File: config.mk
export PLATFORM = sky130hd
export DESIGN_NAME = rlo_readout
export DESIGN_NICKNAME = d
export VERILOG_FILES = /design/src/rlo_pkg.sv /design/src/rlo_readout.sv
export SDC_FILE = /design/constraint.sdc
export NUM_CORES = 1
export LEC_CHECK = 0
export ABC_AREA = 1
export BUFFER_PORTS_ARGS = -buffer_cell sky130_fd_sc_hd__buf_2
export CORE_UTILIZATION = 55
export DETAILED_ROUTE_END_ITERATION = 7
export GPL_TIMING_DRIVEN = 0
export HOLD_SLACK_MARGIN = 0.12
export PLACE_DENSITY = 0.76
export SYNTH_ARGS = -nofsm -noshare
export SYNTH_HDL_FRONTEND = slang
export SYNTH_SLANG_ARGS = --single-unit
File: constraint.sdc
create_clock -name core_clk -period 4.8 [get_ports core_clk]
set_input_delay 0.96 -clock core_clk [delete_from_list [all_inputs] [get_ports core_clk]]
set_output_delay 0.96 -clock core_clk [all_outputs]
set_load 0.05 [all_outputs]
File: src/rlo_pkg.sv
// Package: offsets, reset values, field layout, types for the remote limit/offset/readout slice
package rlo_pkg;

  // ----------------------------------------------------------------
  // Register offsets
  // ----------------------------------------------------------------
  localparam logic [7:0] RD_RESULT_INT  = 8'h01;
  localparam logic [7:0] RD_UPPER_LIMIT = 8'h07;
  localparam logic [7:0] WR_UPPER_LIMIT = 8'h0d;
  localparam logic [7:0] RD_LOWER_LIMIT = 8'h08;
  localparam logic [7:0] WR_LOWER_LIMIT = 8'h0e;
  localparam logic [7:0] WR_ONESHOT     = 8'h0f;
  localparam logic [7:0] RD_RESULT_FRAC = 8'h10;
  localparam logic [7:0] RW_OFS_INT     = 8'h11;
  localparam logic [7:0] RW_OFS_FRAC    = 8'h12;

  // ----------------------------------------------------------------
  // Reset values and fields
  // ----------------------------------------------------------------
  localparam logic [7:0] RST_UPPER_LIMIT = 8'h55;
  localparam logic [7:0] RST_LOWER_LIMIT = 8'h00;
  localparam logic [7:0] RST_OFS         = 8'h00;
  localparam logic [7:0] RST_RESULT      = 8'h00;
  localparam int         FRAC_MSB        = 7;
  localparam int         FRAC_LSB        = 4;
  localparam logic [7:0] FRAC_MASK       = 8'hf0;

  // Sixteenths of a degree; 64 degC bias of the extended format
  localparam logic signed [17:0] EXT_BIAS = 18'sh00400;
  localparam logic signed [17:0] STD_MAX  = 18'sh007ff;
  localparam logic signed [17:0] CODE_MAX = 18'sh00fff;

  // ----------------------------------------------------------------
  // Types
  // ----------------------------------------------------------------
  typedef enum logic [1:0] {
    CV_IDLE  = 2'b00,
    CV_RUN   = 2'b01,
    CV_STORE = 2'b11
  } rlo_cv_t;

  typedef struct packed {
    logic [7:0] addr;
    logic [7:0] wdata;
    logic       wr;
    logic       rd;
  } rlo_bus_t;

  typedef struct packed {
    rlo_cv_t    cv;
    logic       conv_start;
    logic       oneshot_pend;
    logic [7:0] upper_limit_bits;
    logic [7:0] lower_limit_bits;
    logic [7:0] offset_int_bits;
    logic [3:0] offset_fraction_bits;
    logic [7:0] result_int;
    logic [3:0] result_fraction_bits;
    logic [11:0] shadow;
    logic       lock_lo;
    logic       lock_hi;
    logic [7:0] rdata;
  } rlo_state_t;

endpackage : rlo_pkg

File: src/rlo_readout.sv
// Remote limit, offset and coherent result readout register slice
//
// Decided for this implementation: the address-and-strobe port.
`timescale 1ns/1ps
// --------------------------------------------------------------------------------
// Overview of operation
// RULE1: Upper limit integer byte, read 07h, write 0Dh, resets to 55h.
// RULE2: Lower limit integer byte, read 08h, write 0Eh, resets to 00h.
// RULE3: In shutdown, any write to 0Fh starts exactly one conversion; not readable.
// RULE4: Result fraction byte read-only, bits 7..4 sixteenths, refreshed each conversion.
// RULE5: Reading result high byte first locks low byte until it is read.
// RULE6: Reading result low byte first locks high byte until it is read.
// RULE7: Any other register read ends the pairing lock.
// RULE8: Host should read high then low next; low may be skipped.
// RULE9: Offset integer byte read/write at 11h, resets to zero.
// RULE10: Offset fraction byte bits 7..4 read/write at 12h, resets to zero.
// RULE11: Offset added to every converter result before storing it.
// RULE12: Offset uses the result encoding, so negative offsets subtract.
// RULE13: Shutdown finishes the running conversion, then stops until cleared or one-shot.
// RULE14: Range bit high selects extended -64..191 degC format, else standard.
// RULE15: Low nibbles of fraction bytes read zero, writes to them ignored.
// --------------------------------------------------------------------------------
module rlo_readout
  import rlo_pkg::*;
#(
  parameter int RAW_W = 13
) (
  input  wire logic             core_clk,      // 20 MHz clock
  input  wire logic             rst_n,         // Async reset
  input  wire logic [7:0]       reg_addr,      // Register offset
  input  wire logic [7:0]       reg_wdata,     // Write data
  input  wire logic             reg_wr,        // Write strobe
  input  wire logic             reg_rd,        // Read strobe
  output logic      [7:0]       reg_rdata,     // Read data, cycle after strobe
  input  wire logic             shutdown_bit,  // Shutdown mode
  input  wire logic             range_sel,     // Extended format
  input  wire logic             rate_tick,     // Continuous start tick
  output logic                  conv_start,    // Conversion start pulse
  output logic                  conv_busy,     // Conversion in progress
  input  wire logic             conv_done,     // Conversion done pulse
  input  wire logic [RAW_W-1:0] conv_raw,      // Signed 1/16 degC
  output logic      [7:0]       upper_limit,   // Upper limit byte
  output logic      [7:0]       lower_limit,   // Lower limit byte
  output logic      [7:0]       result_int,    // Result high byte
  output logic      [7:0]       result_frac    // Result low byte
);
  import rlo_pkg::*;

  // ----------------------------------------------------------------
  // Elaboration check
  // ----------------------------------------------------------------
  if (RAW_W < 12 || RAW_W > 16) begin : g_bad_raw
    $error("RAW_W must lie in 12..16");
  end

  // ----------------------------------------------------------------
  // Encoding helpers
  // ----------------------------------------------------------------
  function automatic logic signed [17:0] rlo_decode(input logic [11:0] code, input logic ext);
    logic signed [17:0] v;
    v = 18'(signed'(code));
    if (ext) begin
      v = signed'({6'h00, code}) - EXT_BIAS;
    end
    return v;
  endfunction : rlo_decode

  function automatic logic [11:0] rlo_encode(input logic signed [17:0] v, input logic ext);
    logic signed [17:0] c;
    logic signed [17:0] top;
    c   = ext ? v + EXT_BIAS : v;
    top = ext ? CODE_MAX : STD_MAX;
    // Saturate rather than wrap: a wrapped code would flip hot to cold
    if (c < 0) begin
      c = '0;
    end else if (c > top) begin
      c = top;
    end
    return c[11:0];
  endfunction : rlo_encode

  // ----------------------------------------------------------------
  // State
  // ----------------------------------------------------------------
  rlo_state_t         q;
  rlo_state_t         next_q;
  rlo_bus_t           bus;
  logic signed [17:0] raw_ext;
  logic signed [17:0] sum;
  logic [11:0]        store_code;
  logic               oneshot_wr;
  logic               rd_int;
  logic               rd_frac;

  assign bus        = '{addr: reg_addr, wdata: reg_wdata, wr: reg_wr, rd: reg_rd};
  assign oneshot_wr = bus.wr && bus.addr == WR_ONESHOT && shutdown_bit;       // RULE3
  assign rd_int     = bus.rd && bus.addr == RD_RESULT_INT;
  assign rd_frac    = bus.rd && bus.addr == RD_RESULT_FRAC;
  assign raw_ext    = 18'(signed'(conv_raw));
  // Offset joins the sum in the result's own encoding
  assign sum        = raw_ext + rlo_decode({q.offset_int_bits, q.offset_fraction_bits},
                                           range_sel);                        // RULE11 RULE12
  assign store_code = rlo_encode(sum, range_sel);                            // RULE14

  // ----------------------------------------------------------------
  // Next state
  // ----------------------------------------------------------------
  always_comb begin
    next_q            = q;
    next_q.conv_start = 1'b0;

    // Register writes; read-only and unmapped offsets ignore writes
    if (bus.wr) begin
      case (bus.addr)
        WR_UPPER_LIMIT: begin
          next_q.upper_limit_bits = bus.wdata;                                // RULE1
        end
        WR_LOWER_LIMIT: begin
          next_q.lower_limit_bits = bus.wdata;                                // RULE2
        end
        RW_OFS_INT: begin
          next_q.offset_int_bits = bus.wdata;                                 // RULE9
        end
        RW_OFS_FRAC: begin
          next_q.offset_fraction_bits = bus.wdata[FRAC_MSB:FRAC_LSB];         // RULE10 RULE15
        end
        default: begin
        end
      endcase
    end

    // Register reads and the pairing lock
    if (bus.rd) begin
      case (bus.addr)
        RD_UPPER_LIMIT: begin
          next_q.rdata = q.upper_limit_bits;                                  // RULE1
        end
        RD_LOWER_LIMIT: begin
          next_q.rdata = q.lower_limit_bits;                                  // RULE2
        end
        RD_RESULT_INT: begin
          next_q.rdata = q.result_int;
        end
        RD_RESULT_FRAC: begin
          next_q.rdata = {q.result_fraction_bits, 4'h0};                      // RULE4 RULE15
        end
        RW_OFS_INT: begin
          next_q.rdata = q.offset_int_bits;                                   // RULE9
        end
        RW_OFS_FRAC: begin
          next_q.rdata = {q.offset_fraction_bits, 4'h0};                      // RULE10 RULE15
        end
        default: begin
          next_q.rdata = 8'h00;
        end
      endcase
      // Releasing a lock catches the byte up with the newest conversion
      if (q.lock_lo && !rd_int) begin
        next_q.lock_lo              = 1'b0;                                   // RULE5 RULE7
        next_q.result_fraction_bits = q.shadow[3:0];
      end
      if (q.lock_hi && !rd_frac) begin
        next_q.lock_hi    = 1'b0;                                             // RULE6 RULE7
        next_q.result_int = q.shadow[11:4];
      end
      if (rd_int && !q.lock_hi) begin
        next_q.lock_lo = 1'b1;                                                // RULE5
      end
      if (rd_frac && !q.lock_lo) begin
        next_q.lock_hi = 1'b1;                                                // RULE6
      end
    end

    // One-shot request waits if a conversion is already running
    if (oneshot_wr && q.cv != CV_IDLE) begin
      next_q.oneshot_pend = 1'b1;                                             // RULE3
    end

    // Conversion sequencing
    case (q.cv)
      CV_IDLE: begin
        if ((!shutdown_bit && rate_tick) || q.oneshot_pend || oneshot_wr) begin  // RULE3 RULE13
          next_q.cv           = CV_RUN;
          next_q.conv_start   = 1'b1;
          next_q.oneshot_pend = 1'b0;
        end
      end
      CV_RUN: begin
        // Shutdown does not abort: the running conversion completes
        if (conv_done) begin
          next_q.cv = CV_STORE;                                               // RULE13
        end
      end
      CV_STORE: begin
        next_q.cv     = CV_IDLE;
        next_q.shadow = store_code;                                           // RULE11
        // Locks taken this cycle already protect the paired byte
        if (!next_q.lock_hi) begin
          next_q.result_int = store_code[11:4];                               // RULE6
        end
        if (!next_q.lock_lo) begin
          next_q.result_fraction_bits = store_code[3:0];                      // RULE4 RULE5
        end
      end
      default: begin
        next_q.cv = CV_IDLE;
      end
    endcase
  end

  always_ff @(posedge core_clk or negedge rst_n) begin
    if (!rst_n) begin
      q                      <= '0;
      q.cv                   <= CV_IDLE;
      q.upper_limit_bits     <= RST_UPPER_LIMIT;                              // RULE1
      q.lower_limit_bits     <= RST_LOWER_LIMIT;                              // RULE2
      q.offset_int_bits      <= RST_OFS;                                      // RULE9
      q.offset_fraction_bits <= RST_OFS[FRAC_MSB:FRAC_LSB];                   // RULE10
      q.result_int           <= RST_RESULT;
      q.result_fraction_bits <= RST_RESULT[FRAC_MSB:FRAC_LSB];
    end else begin
      q <= next_q;
    end
  end

  // ----------------------------------------------------------------
  // Outputs
  // ----------------------------------------------------------------
  assign reg_rdata   = q.rdata;
  assign conv_start  = q.conv_start;
  assign conv_busy   = q.cv != CV_IDLE;
  assign upper_limit = q.upper_limit_bits;
  assign lower_limit = q.lower_limit_bits;
  assign result_int  = q.result_int;
  assign result_frac = {q.result_fraction_bits, 4'h0};
endmodule : rlo_readout

==> metrics.md, run 1 <==
| Metric | Value |
|---|---|
| Post-synth EDFFs | 0 |
| Core Box Area | approximately 0.0078 mm^2 |
| Worst EP required | roughly 5.0 ns |
| Clock Skew | 0.00989 ns |
| Yosys warnings | 0 |
| Post-Syn Area per Cell | between 7 and 8 um^2 |
| Setup bufs post-CTS | 0 |
| CP top delay family | simple AND/OR/NAND/NOR gates |
| Ports | 79 |
| Clk buf depth | 2 |
| Post_cts resized | 0 |
| Post-Layout Inst Area | 0.00519 mm^2 |
| Area grow syn2layout | 16.4% |
| H-tree Lvls | 3 |
| CTS sink cnt | 66 |
| Max Freq | roughly 0.30 GHz |
| Placed cells | approximately 770 |
| Bufs and invs on worst path | 4 |
| Total iterations of the first detailed-routing run | 5 |
| Top cells by area, synth | dfrtp_1, nand2_1, buf_4 |
| Top-area cell type share of the netlist area | 34.8% |
| Cell variety after synth | 38 |
| Cell Area, Placed | around 0.0050 mm^2 |
| DIE HEIGHT | just over 90 um |
| WL/cell | between 10 and 15 um |
| Diode count | 0 |
| Fin. max-slew vios | 0 |
| Layout cell share with drive strength beyond 1 | 27.0% |
| Asr flop ratio synth | 100% |
| Final HPWL DP | roughly 8800 um |
| Post-Synthesis Cell Area | around 0.0045 mm^2 |
| Slew Limit Headroom | between 40% and 50% |
| MaxCap Viol Count | 0 |
| Clock Pin Slew Worst Setup and Hold Paths | roughly 0.070 ns |
| Setup violators final | 0 |
| Outcome | finished, final reports clean |
| Placer Congestion | between 0.8 and 0.9 |
| Setup TNS | 0 ns |
| Total Routing Usage GR | 27.2% |
| Initial Util | roughly 57% |
| Peak supply drop | 0.000393 V |
| Crit-path cells | clkbuf_1, xor2_1, ha_1, nand2_2, inv_2, a21oi_1, nand4_1, nand2_2, inv_1, ha_1, nand2_1, xor2_1, nand2_1, nor2_4, buf_8, nand3_2, nand3_1, nand2_1 |
| Vias | 4086 |
| Largest stage delay, worst path | ~0.29 ns |
| Clk_lat worst skew | around 0.34 ns |
| Die X-Extent | between 90 and 100 um |
| Ys flop type | dfrtp_1 |
| Vias in the first global route | around 3800 |
| Yosys top cell by area | dfrtp_1 |
| Tot Pwr | around 2100 uW |
| Worst Path Arrival | approximately 3.6 ns |
| Largest net degree at the start of global routing | 43 |
| GRT overflow | 0 |
| Hold WC Path Type | reg2reg |
| Util after Layout | around two thirds |
| Post-CTS Hold Fix Bufs | 0 |
| Layout Nets | around 730 |
| First-pass GRT wire length | roughly 18000 um |
| Post-synthesis instance total | between 500 and 600 |
| CTS root buf | clkbuf_8 |
| CP Capture Type | flop |
| Sequential area share after synthesis | 37.2% |
| Period utilisation layout | 69.3% |
| Cell Rows | 32 |
| Post-Route WL | ~11000 um |
| Starting DRT DRC Count | ~280 |
| Final hold violations | 0 |
| CP max FO | 10 |
| Routed vias/inst | approximately 5.2 |
| IO buf count | 73 |
| Pwr/cell area | slightly above 400 mW/mm^2 |
| CTS tree | built |
| DRC | 0 |
| Die area | approximately 0.0085 mm^2 |
| CP Launch Type | primary input |
| Static Leak | about 0.0028 uW |
| Min cycle time layout | 3.33 ns |
| Slowest cell on crit path | ha_1 |
| Crit Path Category | in2reg |
| RSZ-0062 raised after global routing | no |
| Yosys reg bits | 66 |
| Post-route ant nets | 0 |
| Clock buffer count from CTS | 9 |
| Post-route insts no fill | between 700 and 800 |
| Initial antenna violation count | 0 |
| Critical Path Most Common Cell | nand2_1 |
| Worst-Margin Slew | slightly below 0.9 ns |
layer usage:
| metal | global-route usage (%) | wire length, um | vias up |
|---|---|---|---|
| li1 | - | - | 2027 |
| met5 | 0 | 0 | - |
| met4 | 10.2 | 233 | 0 |
| met2 | 44.2 | 5170 | 165 |
| met1 | 35.7 | 4880 | 1871 |
| met3 | 5.56 | 746 | 23 |
metrics by stage:
stage                     worst slack (ns)  hold slack, ns
after floorplan                       1.54           0.450
after global placement                1.27           0.463
after CTS                             1.51           0.485
after detailed placement              1.15           0.466
after global routing                  1.26           0.508
final                                 1.47           0.484
kinds of logic after synthesis:
logic type / Yosys count / share of synthesized area, %
AND/OR/NAND/NOR: 275 / 29.3
buffers and inverters: 138 / 15.4
AO/OA/AOI/OAI: 81 / 10.9
flip-flops: 66 / 37.2
adder cells (fa/ha/maj): 17 / 4.94
XOR/XNOR: 11 / 2.16
other: 1 / 0.0841
cell usage in the layout (no fill, tap or decap), types with 2 or more instances in the layout:
master      count
nor2_4          5
conb_1          4
dfstp_2         4
nand2_1       157
nand3_2        14
a22o_1          2
inv_2           2
ha_1           16
o2111ai_1       2
xnor2_1         3
nand2_4         2
o211ai_1       12
clkbuf_8       11
nor2_1         24
clkbuf_1        9
buf_4          41
buf_1           2
nand4_1         6
o21ai_0        40
nor4_1          2
a21oi_2         3
nand2_2        16
nand3_1        39
clkinvlp_4      2
a221oi_1        5
a21oi_1        14
inv_1          82
buf_2          74
nor2_2          5
dfrtp_1        62
xor2_1          8
nor3_1          3
layout make-up:
type	count	area (um^2)
inverters	85	319
repair buffers	74	385
flip-flops and latches	66	1660
multi-input cells	388	2130
well taps	102	128
fillers	689	2580
clock inverters	4	50.0
clock buffers	12	155
plain buffers	53	365
worst register-to-register path: cells and delay by family (launching register included):
family | cells | cell delay [ns]
buf+inv | 3 | 0.26
simple gates | 9 | 1.00
flops | 1 | 0.44
fa+ha+maj | 2 | 0.47
xor+xnor | 2 | 0.37
compound gates | 1 | 0.20
power breakdown:
part,internal [uW],total (uW),switching [uW]
clock,267,475,208
combinational,283,869,586
sequential,684,767,82.9
total,1230,2110,877
flip-flops by register name (all words and copies together) (netlist names):
register     flops
upper_limit      8
lower_limit      8
result_int       8
reg_rdata        8
q               29
result_frac      4
conv_start       1
final timing paths:
kind / startpoint / slack [ns] / end / cells past startpoint
worst max-delay path: range_sel / 1.47 / result_int[6]$_DFF_PN0_ / 18
worst min-delay path: q[14]$_DFFE_PN0N_ / 0.48 / q[14]$_DFFE_PN0N_ / 2
worst max register to register: q[44]$_DFFE_PN0P_ / 1.92 / result_int[6]$_DFF_PN0_ / 17
worst min register to register: q[14]$_DFFE_PN0N_ / 0.48 / q[14]$_DFFE_PN0N_ / 2
max in group asynchronous: rst_n / 3.59 / q[62]$_DFF_PN0_ / 2
min in group asynchronous: rst_n / 0.60 / reg_rdata[0]$_DFFE_PN0P_ / 1
Yosys cell counts (all sizes together), types with 2 or more instances:
cell type  count
buf           45
a21oi         17
clkbuf         8
dfrtp         62
nor2          34
inv           84
nand4          6
o2111ai        2
dfstp          4
ha            16
nand3         53
o211ai        12
nor4           2
nand2        175
o21ai         40
a221oi         5
xnor2          3
a22o           2
nor3           4
xor2           8
Power figures use the tool's default switching activity.
==> run 2: changes to the inputs <==
==> constraint.sdc (replaced) <==
create_clock -name core_clk -period 3.2 [get_ports core_clk]
set_input_delay 0.64 -clock core_clk [delete_from_list [all_inputs] [get_ports core_clk]]
set_output_delay 0.64 -clock core_clk [all_outputs]
set_load 0.05 [all_outputs]
==> run 2 against run 1 <==
  * Total power rose by 50%
  * Largest power group unchanged
  * Clock power grew 50%
  * Via count shrank 0.47%
==> metrics.md, run 2 (same netlist as run 1, synthesis figures left out) <==
| Metric | Value |
|---|---|
| Max Freq | roughly 0.34 GHz |
| Initial antenna violation count | 0 |
| Cell Area, Placed | between 0.004 and 0.005 mm^2 |
| Routed met3 length | 702 um |
| Worst R2R End | result_int[6]$_DFF_PN0_ |
| Sw Share | between 40% and 50% |
| Die X-Extent | 92.0 um |
| Setup violators final | 0 |
| NetSw | ~1300 uW |
| Post-Layout Inst Area | 0.00519 mm^2 |
| Die area | ~0.0085 mm^2 |
| Vias | slightly above 4000 |
| CP max FO | 10 |
| Largest net degree at the start of global routing | 43 |
| Placed cells | between 700 and 800 |
| Hold WC Path Type | in2async |
| DIE HEIGHT | a little over 90 um |
| Final HPWL DP | a little under 9000 um |
| Post-Route WL | around 11000 um |
| Clk_lat worst skew | 0.34 ns |
| Met2 wire length | just over 5000 um |
| Crit Path Category | in2reg |
| CTS tree | built |
| Max reg flops | 29 |
| Clock buffer count from CTS | 9 |
| Period utilisation layout | between 90% and 100% |
| Routed vias/inst | ~5.2 |
| Setup TNS | 0 ns |
| CTS root buf | clkbuf_8 |
| Total Routing Usage GR | 27.2% |
| Biggest register | q |
| H-tree Lvls | 3 |
| Layout cell share with drive strength beyond 1 | 27.1% |
| Final hold violations | 0 |
| CP Capture Type | flop |
| Area grow syn2layout | 16.4% |
| Post-CTS Hold Fix Bufs | 0 |
| Vias in the first global route | around 3800 |
| MaxCap Viol Count | 0 |
| Placer Congestion | just under 0.9 |
| Worst EP required | ~3.4 ns |
| First-pass GRT wire length | between 15000 and 20000 um |
| Post-route insts no fill | about 780 |
| Int Pwr | between 1500 and 2000 uW |
| Diode count | 0 |
| Metal-1 WL | between 4000 and 5000 um |
| Critical R2R Launch | q[44]$_DFFE_PN0P_ |
| Layout Nets | roughly 730 |
| Post-route ant nets | 0 |
| Most frequent cells in the layout | nand2_1, inv_1, buf_2 |
| Worst-Margin Slew | 0.884 ns |
| WL/cell | 14.1 um |
| Pre-CTS setup slack | -0.125 ns |
| Core Box Area | roughly 0.0078 mm^2 |
| CTS sink cnt | 66 |
| RSZ-0062 raised after global routing | no |
| Starting DRT DRC Count | about 280 |
| Clk pwr share | 22.5% |
| CP Launch Type | primary input |
| Clock Skew | around 0.0099 ns |
| Initial Util | about 57% |
| Cell Rows | 32 |
| Total iterations of the first detailed-routing run | 5 |
| Clock Pin Slew Worst Setup and Hold Paths | about 0.07 ns |
| Ports | a little under 80 |
| Worst Path Arrival | around 3.1 ns |
| Final Worst Setup Slack | around 0.3 ns |
| Outcome | finished, final reports clean |
| Min cycle time layout | a little under 3 ns |
| Tot Pwr | 3170 uW |
| R2R depth | 17 |
| FF-to-FF setup slack | between 0.3 and 0.4 ns |
| DRC | 0 |
| GRT overflow | 0 |
| Peak supply drop | between 0.0005 and 0.0006 V |
| IO buf count | 73 |
| Gate power share | between 40% and 50% |
| Fin. max-slew vios | 0 |
| Sequential share of power | a little over a third |
| Clk buf depth | 2 |
| Static Leak | 0.00279 uW |
| Commonest non-fill, non-tap cell in the layout | nand2_1 |
| Slew Limit Headroom | 40.5% |
| Pwr/cell area | a little over 600 mW/mm^2 |
| Top Metal Used | met4 |
-- run 2: cell type report --
cell class	instances	area, um^2
Buffer	53	367
Tap cell	102	128
Sequential cell	66	1660
Clock buffer	12	155
Clock inverter	4	50.0
Inverter	85	319
Timing Repair Buffer	74	385
Fill cell	688	2580
Multi-Input combinational cell	388	2130
-- run 2: worst max-delay path: stages --
cell      delay [ns]
clkbuf_2        0.16
xor2_1          0.22
ha_1            0.29
nand2_2         0.11
inv_2           0.03
a21oi_1         0.20
nand4_1         0.15
nand2_2         0.15
inv_1           0.07
ha_1            0.18
nand2_1         0.09
xor2_1          0.14
nand2_1         0.10
nor2_4          0.15
buf_8           0.16
nand3_2         0.10
nand3_1         0.09
nand2_1         0.06
-- run 2: stage by stage --
step                      hold WS (ns)  utilization [%]
after CTS                        0.277             66.8
after floorplan                  0.344                -
after global placement           0.463             63.9
after detailed placement         0.466             64.1
after global routing             0.311             66.8
final                            0.277             66.8
-- run 2: repair_timing --
item	CTS	global route
setup endpoints to repair	0	3
resized for setup	0	2
buffers inserted	0	0
-- run 2: worst max-delay path by stage --
stage / startpoint / to / slack (ns)
floorplan: range_sel / result_int[6]$_DFF_PN0_ / 0.26
global placement: range_sel / result_int[6]$_DFF_PN0_ / -0.01
detailed placement: range_sel / result_int[4]$_DFF_PN0_ / -0.13
CTS: range_sel / result_int[4]$_DFF_PN0_ / 0.23
global route: q[44]$_DFFE_PN0P_ / result_int[6]$_DFF_PN0_ / 0.08
finish: range_sel / result_int[6]$_DFF_PN0_ / 0.30
-- run 2: metal layers --
metal  vias up  global-route usage, %
li1       2025                      -
met1      1864                   35.7
met2       156                   44.2
met3        22                   5.56
met4         0                   10.2
met5         -                      0
-- run 2: power by group through the flow --
stage	sequential [uW]	combinational, uW	clock [uW]
after global routing	1170	1420	756
after detailed placement	1160	1300	0
after floorplan	1130	1020	0
after CTS	1150	1310	724
after global placement	1150	1270	0
final	1150	1300	712
==> run 3: changes to the inputs <==
--- a/config.mk
+++ b/config.mk
@@ -12,6 +12,7 @@
 export GPL_TIMING_DRIVEN = 0
 export HOLD_SLACK_MARGIN = 0.12
 export PLACE_DENSITY = 0.76
+export REMOVE_ABC_BUFFERS = 1
 export SYNTH_ARGS = -nofsm -noshare
 export SYNTH_HDL_FRONTEND = slang
 export SYNTH_SLANG_ARGS = --single-unit
==> constraint.sdc (replaced) <==
create_clock -name core_clk -period 3 [get_ports core_clk]
set_input_delay 0.6 -clock core_clk [delete_from_list [all_inputs] [get_ports core_clk]]
set_output_delay 0.6 -clock core_clk [all_outputs]
set_load 0.05 [all_outputs]
==> run 3 against run 2 <==
  * Clock skew is 0.0010 ns lower
  * Combinational power is 4% higher
  * Setup slack worse by 0.19 ns
  * Routed wire length is 1.1% higher
  * Sequential share of layout area is 0.65 points higher
  * Clock power is 0.6% lower
  * Critical path depth is 1 higher
  * Non-clock buffer count is 43 lower
  * First-iteration DRC count is 7.2% higher
  * Hold slack better by 0.056 ns
  * Die area stayed put
  * Largest power group unchanged
==> metrics.md, run 3 (same netlist as run 1, synthesis figures left out) <==
| Metric | Value |
|---|---|
| Outcome | finished, final reports clean |
| Worst EP required | 3.23 ns |
| DRC | 0 |
| Max Freq | about 0.35 GHz |
| Crit-path cells | inv_1, ha_1, a21oi_2, ha_4, nand2_4, inv_1, a21oi_4, nand3_2, nand2_1, nand2_1, nor2_4, nand2_4, nand2_8, nand2_2, nor2_4, clkbuf_16, nand3_4, nand3_2, nand2_1 |
| Total iterations of the first detailed-routing run | 5 |
| Post-CTS Hold Fix Bufs | 0 |
| GRT overflow | 0 |
| Min cycle time layout | 2.89 ns |
| CP Launch Type | flop |
| Crit Path Category | reg2reg |
| Static Leak | ~0.0026 uW |
| Final hold violations | 0 |
| Area grow syn2layout | 14.1% |
| Most frequent cells in the layout | nand2_1, inv_1, buf_2 |
| Post-route ant nets | 0 |
| Pre-CTS setup slack | -0.259 ns |
| CP max FO | 6 |
| FF-to-FF setup slack | around 0.11 ns |
| Period utilisation layout | a little over nine tenths |
| H-tree Lvls | 3 |
| CTS root buf | clkbuf_8 |
| Clk_lat worst skew | 0.34 ns |
| Cell Rows | 32 |
| Layout cell share with drive strength beyond 1 | roughly 28% |
| Vias in the first global route | 3541 |
| Initial Util | a little under three fifths |
| First-pass GRT wire length | between 15000 and 20000 um |
| WL/cell | 15.0 um |
| CTS tree | built |
| Fillers | 676 |
| Slowest cell on crit path | dfrtp_1 |
| Worst Path Arrival | 3.12 ns |
| Starting DRT DRC Count | between 200 and 300 |
| Hold WS | around 0.33 ns |
| Area taken by multi-input logic gates | 0.00232 mm^2 |
| Reg area | 0.00166 mm^2 |
| MaxCap Viol Count | 0 |
| Total Routing Usage GR | approximately a quarter |
| Setup violators final | 0 |
| Placer Congestion | about 0.93 |
| Clock Skew | a little under 0.009 ns |
| Max reg flops | 29 |
| Die X-Extent | approximately 92 um |
| Biggest register | q |
| Setup TNS | 0 ns |
| Die area | between 0.008 and 0.009 mm^2 |
| Layout Nets | 689 |
| Fin. max-slew vios | 0 |
| Final HPWL DP | 8130 um |
| Hold WC Path Type | in2async |
| Clk buf depth | 2 |
| Largest stage delay, worst path | ~0.42 ns |
| Largest net degree at the start of global routing | 67 |
| CP top delay family | simple AND/OR/NAND/NOR gates |
| DIE HEIGHT | 92.0 um |
| Clock buffer count from CTS | 9 |
| Post-Route WL | 11100 um |
| Final Worst Setup Slack | between 0.1 and 0.15 ns |
| R2R depth | 19 |
| Initial antenna violation count | 0 |
| Core Box Area | about 0.008 mm^2 |
| Critical Path Most Common Cell | nand2_1 |
| Pwr/cell area | about 650 mW/mm^2 |
| Bufs and invs on worst path | 3 |
| Peak supply drop | 0.000356 V |
| CTS sink cnt | 66 |
| Post-route insts no fill | 742 |
| Ports | slightly below 80 |
| Diode count | 0 |
| Commonest non-fill, non-tap cell in the layout | nand2_1 |
| Placed cells | between 700 and 800 |
| Routed vias/inst | between 5 and 6 |
| Worst R2R End | q[16]$_DFFE_PN0N_ |
| Clock Pin Slew Worst Setup and Hold Paths | roughly 0.070 ns |
| CP Capture Type | flop |
| IO buf count | 74 |
| Critical R2R Launch | q[45]$_DFFE_PN0P_ |
| Slew Limit Headroom | about two fifths |
| Vias | 4034 |
| Worst-Margin Slew | between 0.8 and 0.9 ns |
[run 3: how the worst max path moves through the flow]
stage                            from                  endpoint  slack (ns)  depth (start not counted)
floorplan                 conv_raw[0]   result_int[7]$_DFF_PN0_        0.19                         17
global placement          conv_raw[0]  result_frac[4]$_DFF_PN0_       -0.22                         18
detailed placement          range_sel  result_frac[4]$_DFF_PN0_       -0.26                         18
CTS                 q[44]$_DFFE_PN0P_  result_frac[4]$_DFF_PN0_        0.02                         19
global route        q[45]$_DFFE_PN0P_         q[21]$_DFFE_PN0N_       -0.04                         19
finish              q[45]$_DFFE_PN0P_         q[16]$_DFFE_PN0N_        0.11                         19
[run 3: layout make-up]
cell class,count,area share [%]
clock inverters,3,0.787
well taps,102,2.51
flip-flops and latches,66,32.6
clock buffers,13,2.73
multi-input cells,389,45.6
inverters,85,6.27
repair buffers,84,9.47
[run 3: what timing repair did]
action	in CTS	in global routing
pin swaps	2	23
buffers inserted	2	7
endpoints found under the setup margin	24	24
gates cloned	0	2
resized for setup	2	37
[run 3: worst register-to-register path, delay by kind of cell (launching register included)]
kind                       cells  cell delay (ns)
adders and majority gates      2             0.55
buffers and inverters          3             0.33
DFF                            1             0.42
AOI/OAI and AO/OA              2             0.34
and+or+nand+nor               12             1.16
[run 3: per-stage QoR]
step / instance area (um^2) / utilization, % / power [uW]
finish: 5090 / 65.5 / 3290
global route: 5090 / 65.5 / 3460
CTS: 4820 / 62.0 / 3180
detailed placement: 4600 / 59.3 / 2460
global placement: 4600 / 59.2 / 2430
floorplan: 4100 / - / 2120
[run 3: power breakdown]
group	internal (uW)	switching (uW)	total (uW)	leakage [uW]
Combinational	382	970	1350	0.00170
Clock	383	325	708	0.0000914
Sequential	1090	136	1230	0.000838
[run 3: per-layer routing]
| metal | wire length, um | vias up | share of wire [%] | global-route usage, % |
|---|---|---|---|---|
| met1 | 4890 | 1903 | 44 | 36.1 |
| met4 | 333 | 0 | 3.0 | 7.81 |
| met2 | 5210 | 164 | 47 | 40.8 |
| met5 | 0 | - | 0 | 0 |
| li1 | - | 1940 | - | - |
| met3 | 707 | 27 | 6.3 | 5.39 |
